## src/design/apc_params.svh

```systemverilog
// Purpose: constants for the absolute position control block
// Assumes: 100 MHz clock
// Notes:   codes are the setting values seen by the block
`ifndef APC_PARAMS_SVH
`define APC_PARAMS_SVH
`define APC_VF_SENSOR_VECTOR  8'h02
`define APC_PULSE_ABS         8'h02
`define APC_PULSE_ABS_HIRES   8'h03
`define APC_RESET_TRIP_ONLY   8'h03
`define APC_FUNC_SPEED_POS    8'h49
`define APC_FUNC_ORIENT       8'h2D
`define APC_DISP_USER_ONLY    8'h02
`define APC_SLOT_COUNT        8
`define APC_MENU_COUNT        12
`define APC_MENU_DISABLED     8'h00
`define APC_POS_WIDTH         32
`define APC_SLOT_RESET        3'h0
`define APC_HOLD_CYCLES       4'h2
`endif

```

## src/design/apc_pkg.sv

```systemverilog
// Purpose: types for the absolute position control block
// Assumes: constants come from apc_params.svh
// Notes:   none
package apc_pkg;
  typedef enum logic [2:0] {
    APC_IDLE, APC_MOVE, APC_DECEL, APC_LOCK, APC_DONE
  } apc_state_t;
  typedef logic signed [31:0] apc_pos_t;
endpackage

```

## src/design/apc_enc_if.sv

```systemverilog
// Purpose: encoder step carrier between counter and control
// Assumes: one clock domain
// Notes:   step is one cycle per counted encoder edge
`timescale 1ns/10ps
`default_nettype none
interface apc_enc_if;
  logic             step;
  logic             up;
  logic             clear;
  apc_pkg::apc_pos_t pos;
  modport counter (input step, input up, input clear, output pos);
  modport control (output step, output up, output clear, input pos);
endinterface
`default_nettype wire

```

## src/design/apc_pos_counter.sv

```systemverilog
// Purpose: signed up/down position counter
// Assumes: step and up are synchronised already
// Notes:   counts whether or not the drive output is active
`timescale 1ns/10ps
`default_nettype none
module apc_pos_counter (
  input  wire logic clock_i,
  input  wire logic rstn_i,
  apc_enc_if.counter enc
);
  typedef struct packed {
    apc_pkg::apc_pos_t pos;
  } apc_cnt_st_t;
  apc_cnt_st_t st;
  apc_cnt_st_t next_st;

  // clear wins, else count per edge
  always_comb begin
    next_st = st;
    if (enc.clear) begin
      next_st.pos = '0;
    end else if (enc.step) begin
      next_st.pos = enc.up ? st.pos + 32'sd1 : st.pos - 32'sd1;
    end
  end

  // power-up origin is zero
  always_ff @(posedge clock_i or negedge rstn_i) begin
    if (!rstn_i) begin
      st <= '0;
    end else begin
      st <= next_st;
    end
  end
  assign enc.pos = st.pos;

  a_clear_zero: assert property (@(posedge clock_i)
    disable iff (!rstn_i) enc.clear |=> enc.pos == 0)
    else $error("clear did not zero");
  a_step_count: assert property (@(posedge clock_i)
    disable iff (!rstn_i)
    (enc.step && enc.up && !enc.clear) |=> enc.pos == $past(enc.pos) + 1)
    else $error("up step miscounted");
endmodule // apc_pos_counter
`default_nettype wire

```

## src/design/apc_top.sv

```systemverilog
// Purpose: absolute position control of a motor drive
// Assumes: settings are static codes; terminals asynchronous
// Notes:   speed profile itself is outside; block gives run/dir/decel
`timescale 1ns/10ps
`default_nettype none
`include "apc_params.svh"
module apc_top (
  input  wire logic        clock_i,
  input  wire logic        rstn_i,
  input  wire logic [7:0]  vf_curve_select_i,
  input  wire logic [7:0]  control_pulse_setting_i,
  input  wire logic [7:0]  reset_mode_select_i,
  input  wire logic [7:0]  display_group_select_i,
  input  wire logic [7:0]  terminal_function_i,
  input  wire logic        speed_position_select_terminal_i,
  input  wire logic        position_counter_clear_terminal_i,
  input  wire logic        torque_control_enable_terminal_i,
  input  wire logic        pulse_train_enable_terminal_i,
  input  wire logic        orientation_teach_terminal_i,
  input  wire logic        reset_terminal_i,
  input  wire logic        run_i,
  input  wire logic        keypad_save_key_i,
  input  wire logic        keypad_scroll_i,
  input  wire logic [3:0]  menu_index_i,
  input  wire logic [7:0]  menu_target_i,
  input  wire logic [2:0]  teaching_slot_select_i,
  input  wire logic        slot_select_load_i,
  input  wire logic [2:0]  target_select_i,
  input  wire logic [1:0]  zero_return_mode_i,
  input  wire logic        zero_return_i,
  input  wire logic        home_search_req_i,
  input  wire logic        enc_a_i,
  input  wire logic        enc_b_i,
  input  wire logic [31:0] slow_distance_i,
  output logic             auto_position_control_mode_o,
  output logic             motor_run_o,
  output logic             motor_dir_o,
  output logic             decel_o,
  output logic             servo_lock_o,
  output logic             position_done_o,
  output logic             home_search_o,
  output logic             zero_return_busy_o,
  output logic [1:0]       zero_return_mode_o,
  output logic [31:0]      position_o,
  output logic [15:0]      position_display_o,
  output logic [31:0]      deviation_o,
  output logic [2:0]       teaching_slot_o,
  output logic             user_menu_only_o,
  output logic [7:0]       menu_pointer_o
);
  // ****************************************************************
  // state
  // ****************************************************************
  typedef struct packed {
    apc_pkg::apc_state_t fsm;
    logic [1:0]  a_sync;
    logic [1:0]  a_meta;
    logic [1:0]  b_sync;
    logic [1:0]  b_meta;
    logic [1:0]  t_meta;
    logic [1:0]  t_sync;
    logic [1:0]  rst_meta;
    logic [1:0]  rst_sync;
    logic        save_d;
    logic        run_o;
    logic        dir;
    logic        decel;
    logic        lock;
    logic        done;
    logic        search;
    logic        homing;
    logic [1:0]  zmode;
    logic [31:0] dev;
    logic [15:0] disp;
    logic [2:0]  slot;
    logic        menu_only;
    logic [7:0]  mptr;
    logic        auto_position_control_mode;
    apc_pkg::apc_pos_t tgt;
  } apc_st_t;
  apc_st_t st;
  apc_st_t next_st;

  apc_pkg::apc_pos_t slots [0:`APC_SLOT_COUNT-1];
  logic [7:0]        menu  [0:`APC_MENU_COUNT-1];

  apc_enc_if enc ();
  apc_pos_counter u_cnt (
    .clock_i (clock_i),
    .rstn_i  (rstn_i),
    .enc     (enc)
  );

  // ****************************************************************
  // combinational decode
  // ****************************************************************
  logic              mode_ok;
  logic              hires;
  logic              teach_en;
  logic              pos_sel;
  logic              a_edge;
  logic              b_edge;
  logic              clr_req;
  apc_pkg::apc_pos_t err;
  apc_pkg::apc_pos_t abs_err;
  logic [31:0]       mag;

  // mode qualification
  always_comb begin
    hires    = control_pulse_setting_i == `APC_PULSE_ABS_HIRES;
    mode_ok  = vf_curve_select_i == `APC_VF_SENSOR_VECTOR &&
               (control_pulse_setting_i == `APC_PULSE_ABS || hires);
    teach_en = terminal_function_i == `APC_FUNC_ORIENT &&
               (control_pulse_setting_i == `APC_PULSE_ABS || hires) &&
               st.t_sync[1];
    pos_sel  = terminal_function_i != `APC_FUNC_SPEED_POS ||
               speed_position_select_terminal_i;
  end

  // encoder edges: x4 counts every edge, x1 only rising a
  always_comb begin
    a_edge = st.a_sync[1] ^ st.a_sync[0];
    b_edge = st.b_sync[1] ^ st.b_sync[0];
    enc.step = hires ? (a_edge | b_edge)
                     : (a_edge & st.a_sync[0]);
    enc.up   = hires ? (st.a_sync[0] ^ st.b_sync[1])
                     : ~st.b_sync[0];
    clr_req  = position_counter_clear_terminal_i ||
               (st.rst_sync[1] &&
                reset_mode_select_i != `APC_RESET_TRIP_ONLY);
    enc.clear = clr_req;
  end

  // error sign drives direction, magnitude drives decel
  always_comb begin
    err     = st.tgt - enc.pos;
    abs_err = err[31] ? -err : err;
    mag     = abs_err;
  end

  // ****************************************************************
  // next state
  // ****************************************************************
  always_comb begin
    next_st        = st;
    next_st.a_meta = {st.a_meta[0], enc_a_i};
    next_st.a_sync = {st.a_sync[0], st.a_meta[1]};
    next_st.b_meta = {st.b_meta[0], enc_b_i};
    next_st.b_sync = {st.b_sync[0], st.b_meta[1]};
    next_st.t_meta = {st.t_meta[0], orientation_teach_terminal_i};
    next_st.t_sync = {st.t_sync[0], st.t_meta[1]};
    next_st.rst_meta = {st.rst_meta[0], reset_terminal_i};
    next_st.rst_sync = {st.rst_sync[0], st.rst_meta[1]};
    next_st.save_d = keypad_save_key_i;
    next_st.auto_position_control_mode    = mode_ok;
    next_st.tgt    = slots[target_select_i];
    next_st.dev    = clr_req ? 32'h00000000 : err;
    next_st.disp   = enc.pos[31:16];
    next_st.menu_only = display_group_select_i == `APC_DISP_USER_ONLY;
    next_st.mptr   = menu[menu_index_i];
    // homing blocks search; search disabled in position mode
    next_st.homing = zero_return_i;
    next_st.zmode  = zero_return_mode_i;
    next_st.search = home_search_req_i && !zero_return_i &&
                     !mode_ok;
    if (slot_select_load_i) begin
      next_st.slot = teaching_slot_select_i;
    end
    // sequencer: run sense only starts/stops, not direction
    unique case (st.fsm)
      apc_pkg::APC_IDLE: begin
        next_st.run_o = 1'b0;
        next_st.lock  = 1'b0;
        next_st.decel = 1'b0;
        next_st.done  = 1'b0;
        if (run_i && teach_en) begin
          next_st.fsm   = apc_pkg::APC_MOVE;
          next_st.run_o = 1'b1;
        end else if (run_i && mode_ok && pos_sel) begin
          if (err == 0) begin
            next_st.fsm  = apc_pkg::APC_DONE;
            next_st.done = 1'b1;
          end else begin
            next_st.fsm   = apc_pkg::APC_MOVE;
            next_st.run_o = 1'b1;
            next_st.dir   = ~err[31];
          end
        end
      end
      apc_pkg::APC_MOVE: begin
        next_st.dir = teach_en ? st.dir : ~err[31];
        if (!run_i) begin
          next_st.fsm   = apc_pkg::APC_IDLE;
          next_st.run_o = 1'b0;
        end else if (!teach_en && err == 0) begin
          next_st.fsm   = apc_pkg::APC_LOCK;
          next_st.run_o = 1'b0;
          next_st.lock  = 1'b1;
          next_st.done  = 1'b1;
        end else if (!teach_en && mag <= slow_distance_i) begin
          next_st.fsm   = apc_pkg::APC_DECEL;
          next_st.decel = 1'b1;
        end
      end
      apc_pkg::APC_DECEL: begin
        next_st.dir = ~err[31];
        if (!run_i) begin
          next_st.fsm   = apc_pkg::APC_IDLE;
          next_st.run_o = 1'b0;
          next_st.decel = 1'b0;
        end else if (err == 0) begin
          next_st.fsm   = apc_pkg::APC_LOCK;
          next_st.run_o = 1'b0;
          next_st.decel = 1'b0;
          next_st.lock  = 1'b1;
          next_st.done  = 1'b1;
        end
      end
      apc_pkg::APC_LOCK: begin
        if (!run_i) begin
          next_st.fsm  = apc_pkg::APC_IDLE;
          next_st.lock = 1'b0;
          next_st.done = 1'b0;
        end
      end
      apc_pkg::APC_DONE: begin
        if (!run_i) begin
          next_st.fsm  = apc_pkg::APC_IDLE;
          next_st.done = 1'b0;
        end
      end
      default: next_st.fsm = apc_pkg::APC_IDLE;  // unused codes recover
    endcase
  end

  // ****************************************************************
  // registers
  // ****************************************************************
  always_ff @(posedge clock_i or negedge rstn_i) begin
    if (!rstn_i) begin
      st      <= '0;
      st.fsm  <= apc_pkg::APC_IDLE;
      st.slot <= `APC_SLOT_RESET;
    end else begin
      st <= next_st;
    end
  end

  // teach memory and user menu pointers, no reset on arrays
  always_ff @(posedge clock_i) begin
    if (keypad_save_key_i && !st.save_d && teach_en) begin
      slots[st.slot] <= enc.pos;
    end
    if (keypad_scroll_i && menu_index_i < 4'(`APC_MENU_COUNT)) begin
      menu[menu_index_i] <= menu_target_i;
    end
  end

  // outputs; torque and pulse-train enables are not read
  assign auto_position_control_mode_o = st.auto_position_control_mode;
  assign motor_run_o        = st.run_o;
  assign motor_dir_o        = st.dir;
  assign decel_o            = st.decel;
  assign servo_lock_o       = st.lock;
  assign position_done_o    = st.done;
  assign home_search_o      = st.search;
  assign zero_return_busy_o = st.homing;
  assign zero_return_mode_o = st.zmode;
  assign position_o         = enc.pos;
  assign position_display_o = st.disp;
  assign deviation_o        = st.dev;
  assign teaching_slot_o    = st.slot;
  assign user_menu_only_o   = st.menu_only;
  assign menu_pointer_o     = st.mptr;

  // ****************************************************************
  // assertions
  // ****************************************************************
  a_mode_gate: assert property (@(posedge clock_i)
    disable iff (!rstn_i) (st.fsm == apc_pkg::APC_IDLE && !mode_ok &&
    !teach_en) |=> !st.run_o) else $error("run outside position mode");
  a_zero_done: assert property (@(posedge clock_i)
    disable iff (!rstn_i) (st.fsm == apc_pkg::APC_IDLE && run_i && mode_ok
    && pos_sel && !teach_en && err == 0) |=> (st.done && !st.run_o))
    else $error("zero target energised motor");
  a_lock_hold: assert property (@(posedge clock_i)
    disable iff (!rstn_i) (st.fsm == apc_pkg::APC_LOCK && run_i) |=> st.lock)
    else $error("lock dropped while running");
  a_no_search: assert property (@(posedge clock_i)
    disable iff (!rstn_i) zero_return_i |=> !st.search)
    else $error("search during zero return");
  a_slot_reset: assert property (@(posedge clock_i)
    $rose(rstn_i) |-> st.slot == 3'h0)
    else $error("slot not zero after reset");
  a_dev_clear: assert property (@(posedge clock_i)
    disable iff (!rstn_i) position_counter_clear_terminal_i |=> st.dev == 0)
    else $error("deviation not cleared");
  a_menu_only: assert property (@(posedge clock_i)
    disable iff (!rstn_i) (display_group_select_i == 8'h02) |=> st.menu_only)
    else $error("menu-only not shown");
  a_dir_sign: assert property (@(posedge clock_i)
    disable iff (!rstn_i) (st.fsm == apc_pkg::APC_IDLE && run_i && mode_ok
    && pos_sel && !teach_en && err != 0) |=> st.dir == !$past(err[31]))
    else $error("direction not from error sign");
  c_lock: cover property (@(posedge clock_i) st.fsm == apc_pkg::APC_LOCK);
  c_decel: cover property (@(posedge clock_i) st.fsm == apc_pkg::APC_DECEL);
  c_done: cover property (@(posedge clock_i) st.fsm == apc_pkg::APC_DONE);
endmodule // apc_top
`default_nettype wire
```

## config.mk

```make
export PLATFORM = sky130hd
export DESIGN_NAME = apc_top
export DESIGN_NICKNAME = d
export VERILOG_FILES = /design/src/design/apc_pkg.sv /design/src/design/apc_enc_if.sv /design/src/design/apc_pos_counter.sv /design/src/design/apc_top.sv
export VERILOG_INCLUDE_DIRS = /design/src /design/src/design
export SDC_FILE = /design/constraint.sdc
export NUM_CORES = 1
export LEC_CHECK = 0
export ABC_AREA = 1
export BUFFER_PORTS_ARGS = -buffer_cell sky130_fd_sc_hd__buf_4
export CAP_MARGIN = 20
export CORE_MARGIN = 3
export CORE_UTILIZATION = 60
export CTS_CLUSTER_SIZE = 14
export DETAILED_ROUTE_END_ITERATION = 12
export PLACE_DENSITY_LB_ADDON = 0.2
export SLEW_MARGIN = 20
export SYNTH_ARGS = -nofsm -noshare
export SYNTH_HDL_FRONTEND = slang
export SYNTH_SLANG_ARGS = --single-unit
```

## constraint.sdc

```tcl
create_clock -name clock_i -period 5.48 [get_ports clock_i]
set_clock_uncertainty 0.1 [all_clocks]
set_input_delay 1.096 -clock clock_i [delete_from_list [all_inputs] [get_ports clock_i]]
set_output_delay 1.096 -clock clock_i [all_outputs]
set_load 0.01 [all_outputs]
```

After elaboration in Yosys (flattened, before gate mapping)
Memories as Yosys holds them, arrays and structs flattened. A register that Yosys moved wholly into a read port is not among the register bits.
Cells that the tools add are included.
{"block": "classes", "add_sub_neg": 4, "order_cmp": 2, "eq_ne": 28, "n_mux": 44, "bitwise": 8, "n_reduce_logical": 36}
{"cell": "$mux 32", "count": 5}
{"cell": "$add 32x2->32 const B", "count": 1}
{"cell": "$eq 8x2->1 const B", "count": 4}
{"cell": "$le 32x32->1", "count": 1}
{"cell": "$logic_not 32->1", "count": 1}
{"cell": "$neg 32->32", "count": 1}
{"cell": "$sub 32x2->32 const B", "count": 1}
{"cell": "$sub 32x32->32", "count": 1}
{"cell": "$mux 3", "count": 10}
{"cell": "$ne 2x2->1 const B", "count": 13}
{"cell": "$mux 1", "count": 20}
{"cell": "$logic_and 1x1->1", "count": 14}
{"cell": "$pmux 3 s4", "count": 1}
{"cell": "$mux 2", "count": 5}
{"cell": "$reduce_and 5->1", "count": 2}
{"cell": "$ne 3x3->1 const B", "count": 3}
{"cell": "$pmux 3 s3", "count": 1}
{"cell": "$eq 8x6->1 const B", "count": 1}
{"cell": "$ne 8x2->1 const B", "count": 1}
{"cell": "$ne 8x7->1 const B", "count": 1}
{"cell": "$reduce_and 7->1", "count": 1}
{"cell": "$eq 3x2->1 const B", "count": 2}
{"cell": "$logic_not 1->1", "count": 6}
{"cell": "$reduce_and 6->1", "count": 1}
{"cell": "other kinds (19)", "count": 25}
{"block": "word_totals", "reg_bits": 114, "ram_bits": 352, "input_bits": 108, "wordCells": 148, "n_memories": 2}
{"memory": "slots", "depth": 8, "width": 32, "read_ports": 1, "rd_clocked_by_memory_dff": 1, "write_ports": 1, "line_no": "apc_top.sv:84", "rtl": "apc_pkg::apc_pos_t slots [0:`APC_SLOT_COUNT-1];"}
{"memory": "menu", "depth": 12, "width": 8, "read_ports": 1, "rd_clocked_by_memory_dff": 1, "write_ports": 1, "line_no": "apc_top.sv:85", "rtl": "logic [7:0] menu [0:`APC_MENU_COUNT-1];"}

Longest topological paths before layout
{"block": "depth", "word_depth": 10, "mapped_depth": 38, "mapped_depth_nobuf": 38}

By module
Synthesis repeated with hierarchy kept, for this count alone.
{"block": "unflattened", "cells_unflattened": 2915, "area_unflattened_um2": 26284.0}
{"mod": "apc_top", "n_inst": 1, "cells_per_inst": 2293, "area_each_um2": 22739.3, "seq_area_each_um2": 13623.1}
{"mod": "apc_pos_counter", "n_inst": 1, "cells_per_inst": 622, "area_each_um2": 3544.6, "seq_area_each_um2": 800.8}

Least setup slack after synthesis
OpenSTA, ideal clock, no wires.
{"block": "synth_timing", "path_type": "input to register", "from": "input port control_pulse_setting_i[5]", "to": "register u_cnt.st (netlist bit u_cnt.enc.pos[23])", "setup_time_ps": 65, "t_arrival_ps": 5392, "required_time_ps": 5315, "path_slack_ps": -77, "stages": 20, "path_buffers": 0, "cell_sequence": "nor2_1 nand2_1 inv_1 nand4_1 o21ai_0 ha_1 nand3_1 nand3_1 a21oi_1 o21ai_0 a21boi_0 inv_1 nand2_1 nand2_1 nand2_1 nand2_1 a21oi_1 or2_2 nand3_1 nand2_1"}
{"block": "synth_between", "elab_chain_cells": 5}
{"element": "start, declared", "line_no": "apc_top.sv:11", "rtl": "input wire logic [7:0] control_pulse_setting_i,"}
{"element": "$eq 8x2->1 (no source line) (*)"}
{"element": "$mux 1", "line_no": "apc_top.sv:126", "rtl": "enc.up = hires ? (st.a_sync[0] ^ st.b_sync[1])"}
{"element": "$mux 32", "line_no": "apc_pos_counter.sv:23", "rtl": "next_st.pos = enc.up ? st.pos + 32'sd1 : st.pos - 32'sd1;"}
{"element": "$mux 32", "line_no": "apc_pos_counter.sv:22", "rtl": "end else if (enc.step) begin"}
{"element": "$mux 32", "line_no": "apc_pos_counter.sv:20", "rtl": "if (enc.clear) begin"}
{"element": "end signal, assigned", "line_no": "apc_pos_counter.sv:32", "rtl": "st <= next_st;"}
{"element": "end, declared", "line_no": "apc_pos_counter.sv:14", "rtl": "apc_cnt_st_t st;"}
Mark *: on every way between the ends. The rest lies on a longest branch, timed or not. The select of a mux whose other input is x is not followed.
A chain may end at the register's enable or synchronous reset.

Final worst setup path
{"block": "layout_timing", "from": "register u_cnt.st (netlist bit u_cnt.enc.pos[8])", "to": "register st[121] (netlist bit)"}
{"block": "layout_between", "elab_chain_cells": 7}
{"element": "$sub 32x32->32 (*)", "line_no": "apc_top.sv:136", "rtl": "err = st.tgt - enc.pos;"}
{"element": "$neg 32->32", "line_no": "apc_top.sv:137", "rtl": "abs_err = err[31] ? -err : err;"}
{"element": "$mux 32", "line_no": "apc_top.sv:137"}
{"element": "$le 32x32->1", "line_no": "apc_top.sv:200", "rtl": "end else if (!teach_en && mag <= slow_distance_i) begin"}
{"element": "$logic_and 1x1->1", "line_no": "apc_top.sv:200"}
{"element": "$ne 4x4->1 (no source line)"}
{"element": "$reduce_and 4->1 (no source line)"}
{"element": "end signal, assigned", "line_no": "apc_top.sv:245", "rtl": "st <= next_st;"}
{"element": "end, declared", "line_no": "apc_top.sv:81", "rtl": "apc_st_t st;"}
Marked as above.

==> results.toml <==
[sta]
hold_viol = 0
fin_setup_tns_ns = 0
setup_violations = 0
min_period_ns = 5.031
finalMaxSlewViolations = 0
max_slew_margin_pct = 33.22
fin_ws_ns = 0.4490
post-route-period-util_pct = 91.81
tightest_slew_ns = 0.9955
max_freq_mhz = 198.8
grt_setup_unrepaired = "no"

[worst_setup_path]
slowest_stage = "dfrtp_1"
r2r_cells = 33
crit_type = "register to register"
worstReg2RegStart = "u_cnt.enc.pos[8]"
cpLargestDelayFamily = "simple AND/OR/NAND/NOR gates"
endpoint = "st[121]"
path_depth = 33
worst_ep_arrival_time_ns = 5.41
end_kind = "register"
crit_start = "u_cnt.enc.pos[8]"
startpoint_type = "register"
cpPeakStageDelay_ns = 0.55
critical_path_required_ns = 5.86
rrSetupSlack_ns = 0.45
cp_common_cell = "nand2_1"
timing.rr.end = "st[121]"
crit_buf_inv = 4
worst-path-max-fanout = 11

[floorplan]
fp-row-count = 74
start_util_pct = 61.21
die_h_um = 210.8
core_area_mm2 = 0.04111
die_x_um = 210.8
ios = 210
dieArea_mm2 = 0.04443

[detailed_routing]
drtIter0Drc = 1627
wl_um = 61290
drc = 0
ant_nets = 0
vias_per_cell = 5.609
first_pass_iters = 6
num_vias = 19000
wl_per_cell_um = 18.09

[yosys]
synth_cell_types = 48
synthFlopType = "edfxtp_1"
synthArstFlopShare_pct = 30.43
post_synth.cell_area_avg_um2 = 9.424
syn_area_mm2 = 0.02516
synth_edf_count = 352
synth_nets = 2875
netlist_instances = 2670
ys_seq_area_share_pct = 57.32
ys_ff_latch = 506
ys_warn_count = 0

[global_routing]
grt_pass1_vias = 19020
grt_pass1_wl_um = 97590
grt_usage_pct = 27.52
grt_max_degree = 95
antenna_found_initial = 0
gr-total-overflow = 0

[final_layout]
n_antenna_cell = 0
multi_input_area_mm2 = 0.008685
register_area_mm2 = 0.01444
layout-drive-gt1-share_pct = 14.29
num-nets-final = 3021
most-common-layout-cells = "482 x nand2_1, 388 x nor2_1, 352 x edfxtp_1"
mostFrequentLayoutCell = "nand2_1"
final_util_pct = 69.60
fill_cells = 3106
area_delta_synth_final_pct = 13.70

[run_status]
status = "completed"

[placed_design]
io_buffers = 207
gp_congestion = 0.9334
dp_hpwl_um = 41460
pre_cts_slack_ns = 0.4902

[power]
powerDensity_mw_per_mm2 = 326.1
report.power.total_mw = 9.331
p_leak_nw = 12.67
ir_drop_uv = 297.6

[clock_network]
postCtsHoldBufs = 0
clockBufferDepth = 3
clk_pin_slew_ns = 0.07
cts.sinks = 506
cts_tree = "yes"
cts_root_buffer = "clkbuf_16"
clkLatencyLatePin_ns = 0.59
htree_levels = 2
numCtsBuffers = 50

[flow_run]
drv_cap = 0

[min_path]
hold_class = "register to register"
[layer usage]
metal	routed length (um)	up-vias	global-route usage [%]
li1	-	9162	-
met1	26020	9096	36.58
met5	0	-	0
met4	1765	0	9.376
met3	3121	118	3.164
met2	30370	626	47.60
[cell usage after synthesis (21+ instances only)]
| library cell | number | area [um2] |
|---|---|---|
| nand2_1 | 482 | 1809 |
| nor2_1 | 390 | 1464 |
| edfxtp_1 | 352 | 10570 |
| inv_1 | 324 | 1216 |
| o21ai_0 | 195 | 975.9 |
| dfrtp_1 | 154 | 3854 |
| nand3_1 | 101 | 505.5 |
| a21oi_1 | 95 | 475.5 |
| ha_1 | 95 | 1189 |
| buf_4 | 77 | 578.1 |
| a31oi_1 | 67 | 419.2 |
| clkbuf_1 | 66 | 247.7 |
| o22ai_1 | 44 | 275.3 |
| xor2_1 | 28 | 245.2 |
| nor3_1 | 27 | 135.1 |
| a22oi_1 | 24 | 180.2 |
| nand2_2 | 21 | 131.4 |
[report_power, final]
part | internal, mW | switching (mW)
Sequential | 4.18 | 0.0684
Clock | 2.04 | 1.43
Combinational | 0.575 | 1.03
Total | 6.80 | 2.53
[worst reg2reg max path, delay by kind of cell, from the launching register on]
| family | cells | cell delay, ns |
|---|---|---|
| adder cells (fa/ha/maj) | 2 | 0.66 |
| AO/OA/AOI/OAI | 2 | 0.27 |
| flip-flops | 1 | 0.55 |
| buffers and inverters | 4 | 0.29 |
| AND/OR/NAND/NOR | 25 | 3.03 |
[sequential cells by signal (all words and copies together), names as in the netlist, 2 cells and up]
register	count
slots	256
menu	96
st	40
deviation_o	32
u_cnt.enc.pos	32
position_display_o	16
next_st	12
menu_pointer_o	8
teaching_slot_o	3
zero_return_mode_o	2
[logic make-up (layout without fill, tap and decap cells)]
family          count (synthesis)  count (layout)  share of synthesized area, %
compound gates                446             446                         9.865
xor+xnor                       36              36                         1.253
fa+ha+maj                      97              97                         4.883
buf+inv                       494             680                         8.528
flops                         506             506                         57.32
simple gates                 1091            1091                         18.15
[through the flow]
step	cells	hold slack (ns)	area, um2
6_report	3388	0.2423	28610
5_1_grt	3388	0.2492	28610
2_1_floorplan	2670	0.2312	25160
3_3_place_gp	3293	0.2326	26860
4_1_cts	3385	0.2411	28550
3_5_place_dp	3293	0.2347	26880
[cell type report]
cell class	instances	area share [%]
flip-flops and latches	506	50.47
inverters	346	4.539
repair buffers	242	6.494
multi-input cells	1670	30.35
well taps	532	2.326
clock inverters	23	1.015
clock buffers	69	4.802
[timing repair]
item / in CTS / in global routing
gates resized for setup: 0 / 17
setup endpoints to repair: 0 / 4
endpoints found under the hold margin: 0 / 0
buffers inserted: 0 / 3
[how the worst min path moves through the flow]
| stage | start | end | depth (start not counted) |
|---|---|---|---|
| finish | next_st[116] | next_st[117] | 0 |
| global route | next_st[106] | next_st[103] | 0 |
| CTS | next_st[116] | next_st[117] | 0 |
| detailed placement | next_st[116] | next_st[117] | 0 |
| global placement | next_st[108] | st[108] | 0 |
| floorplan | next_st[106] | next_st[103] | 0 |
Power figures use the tool's default switching activity.
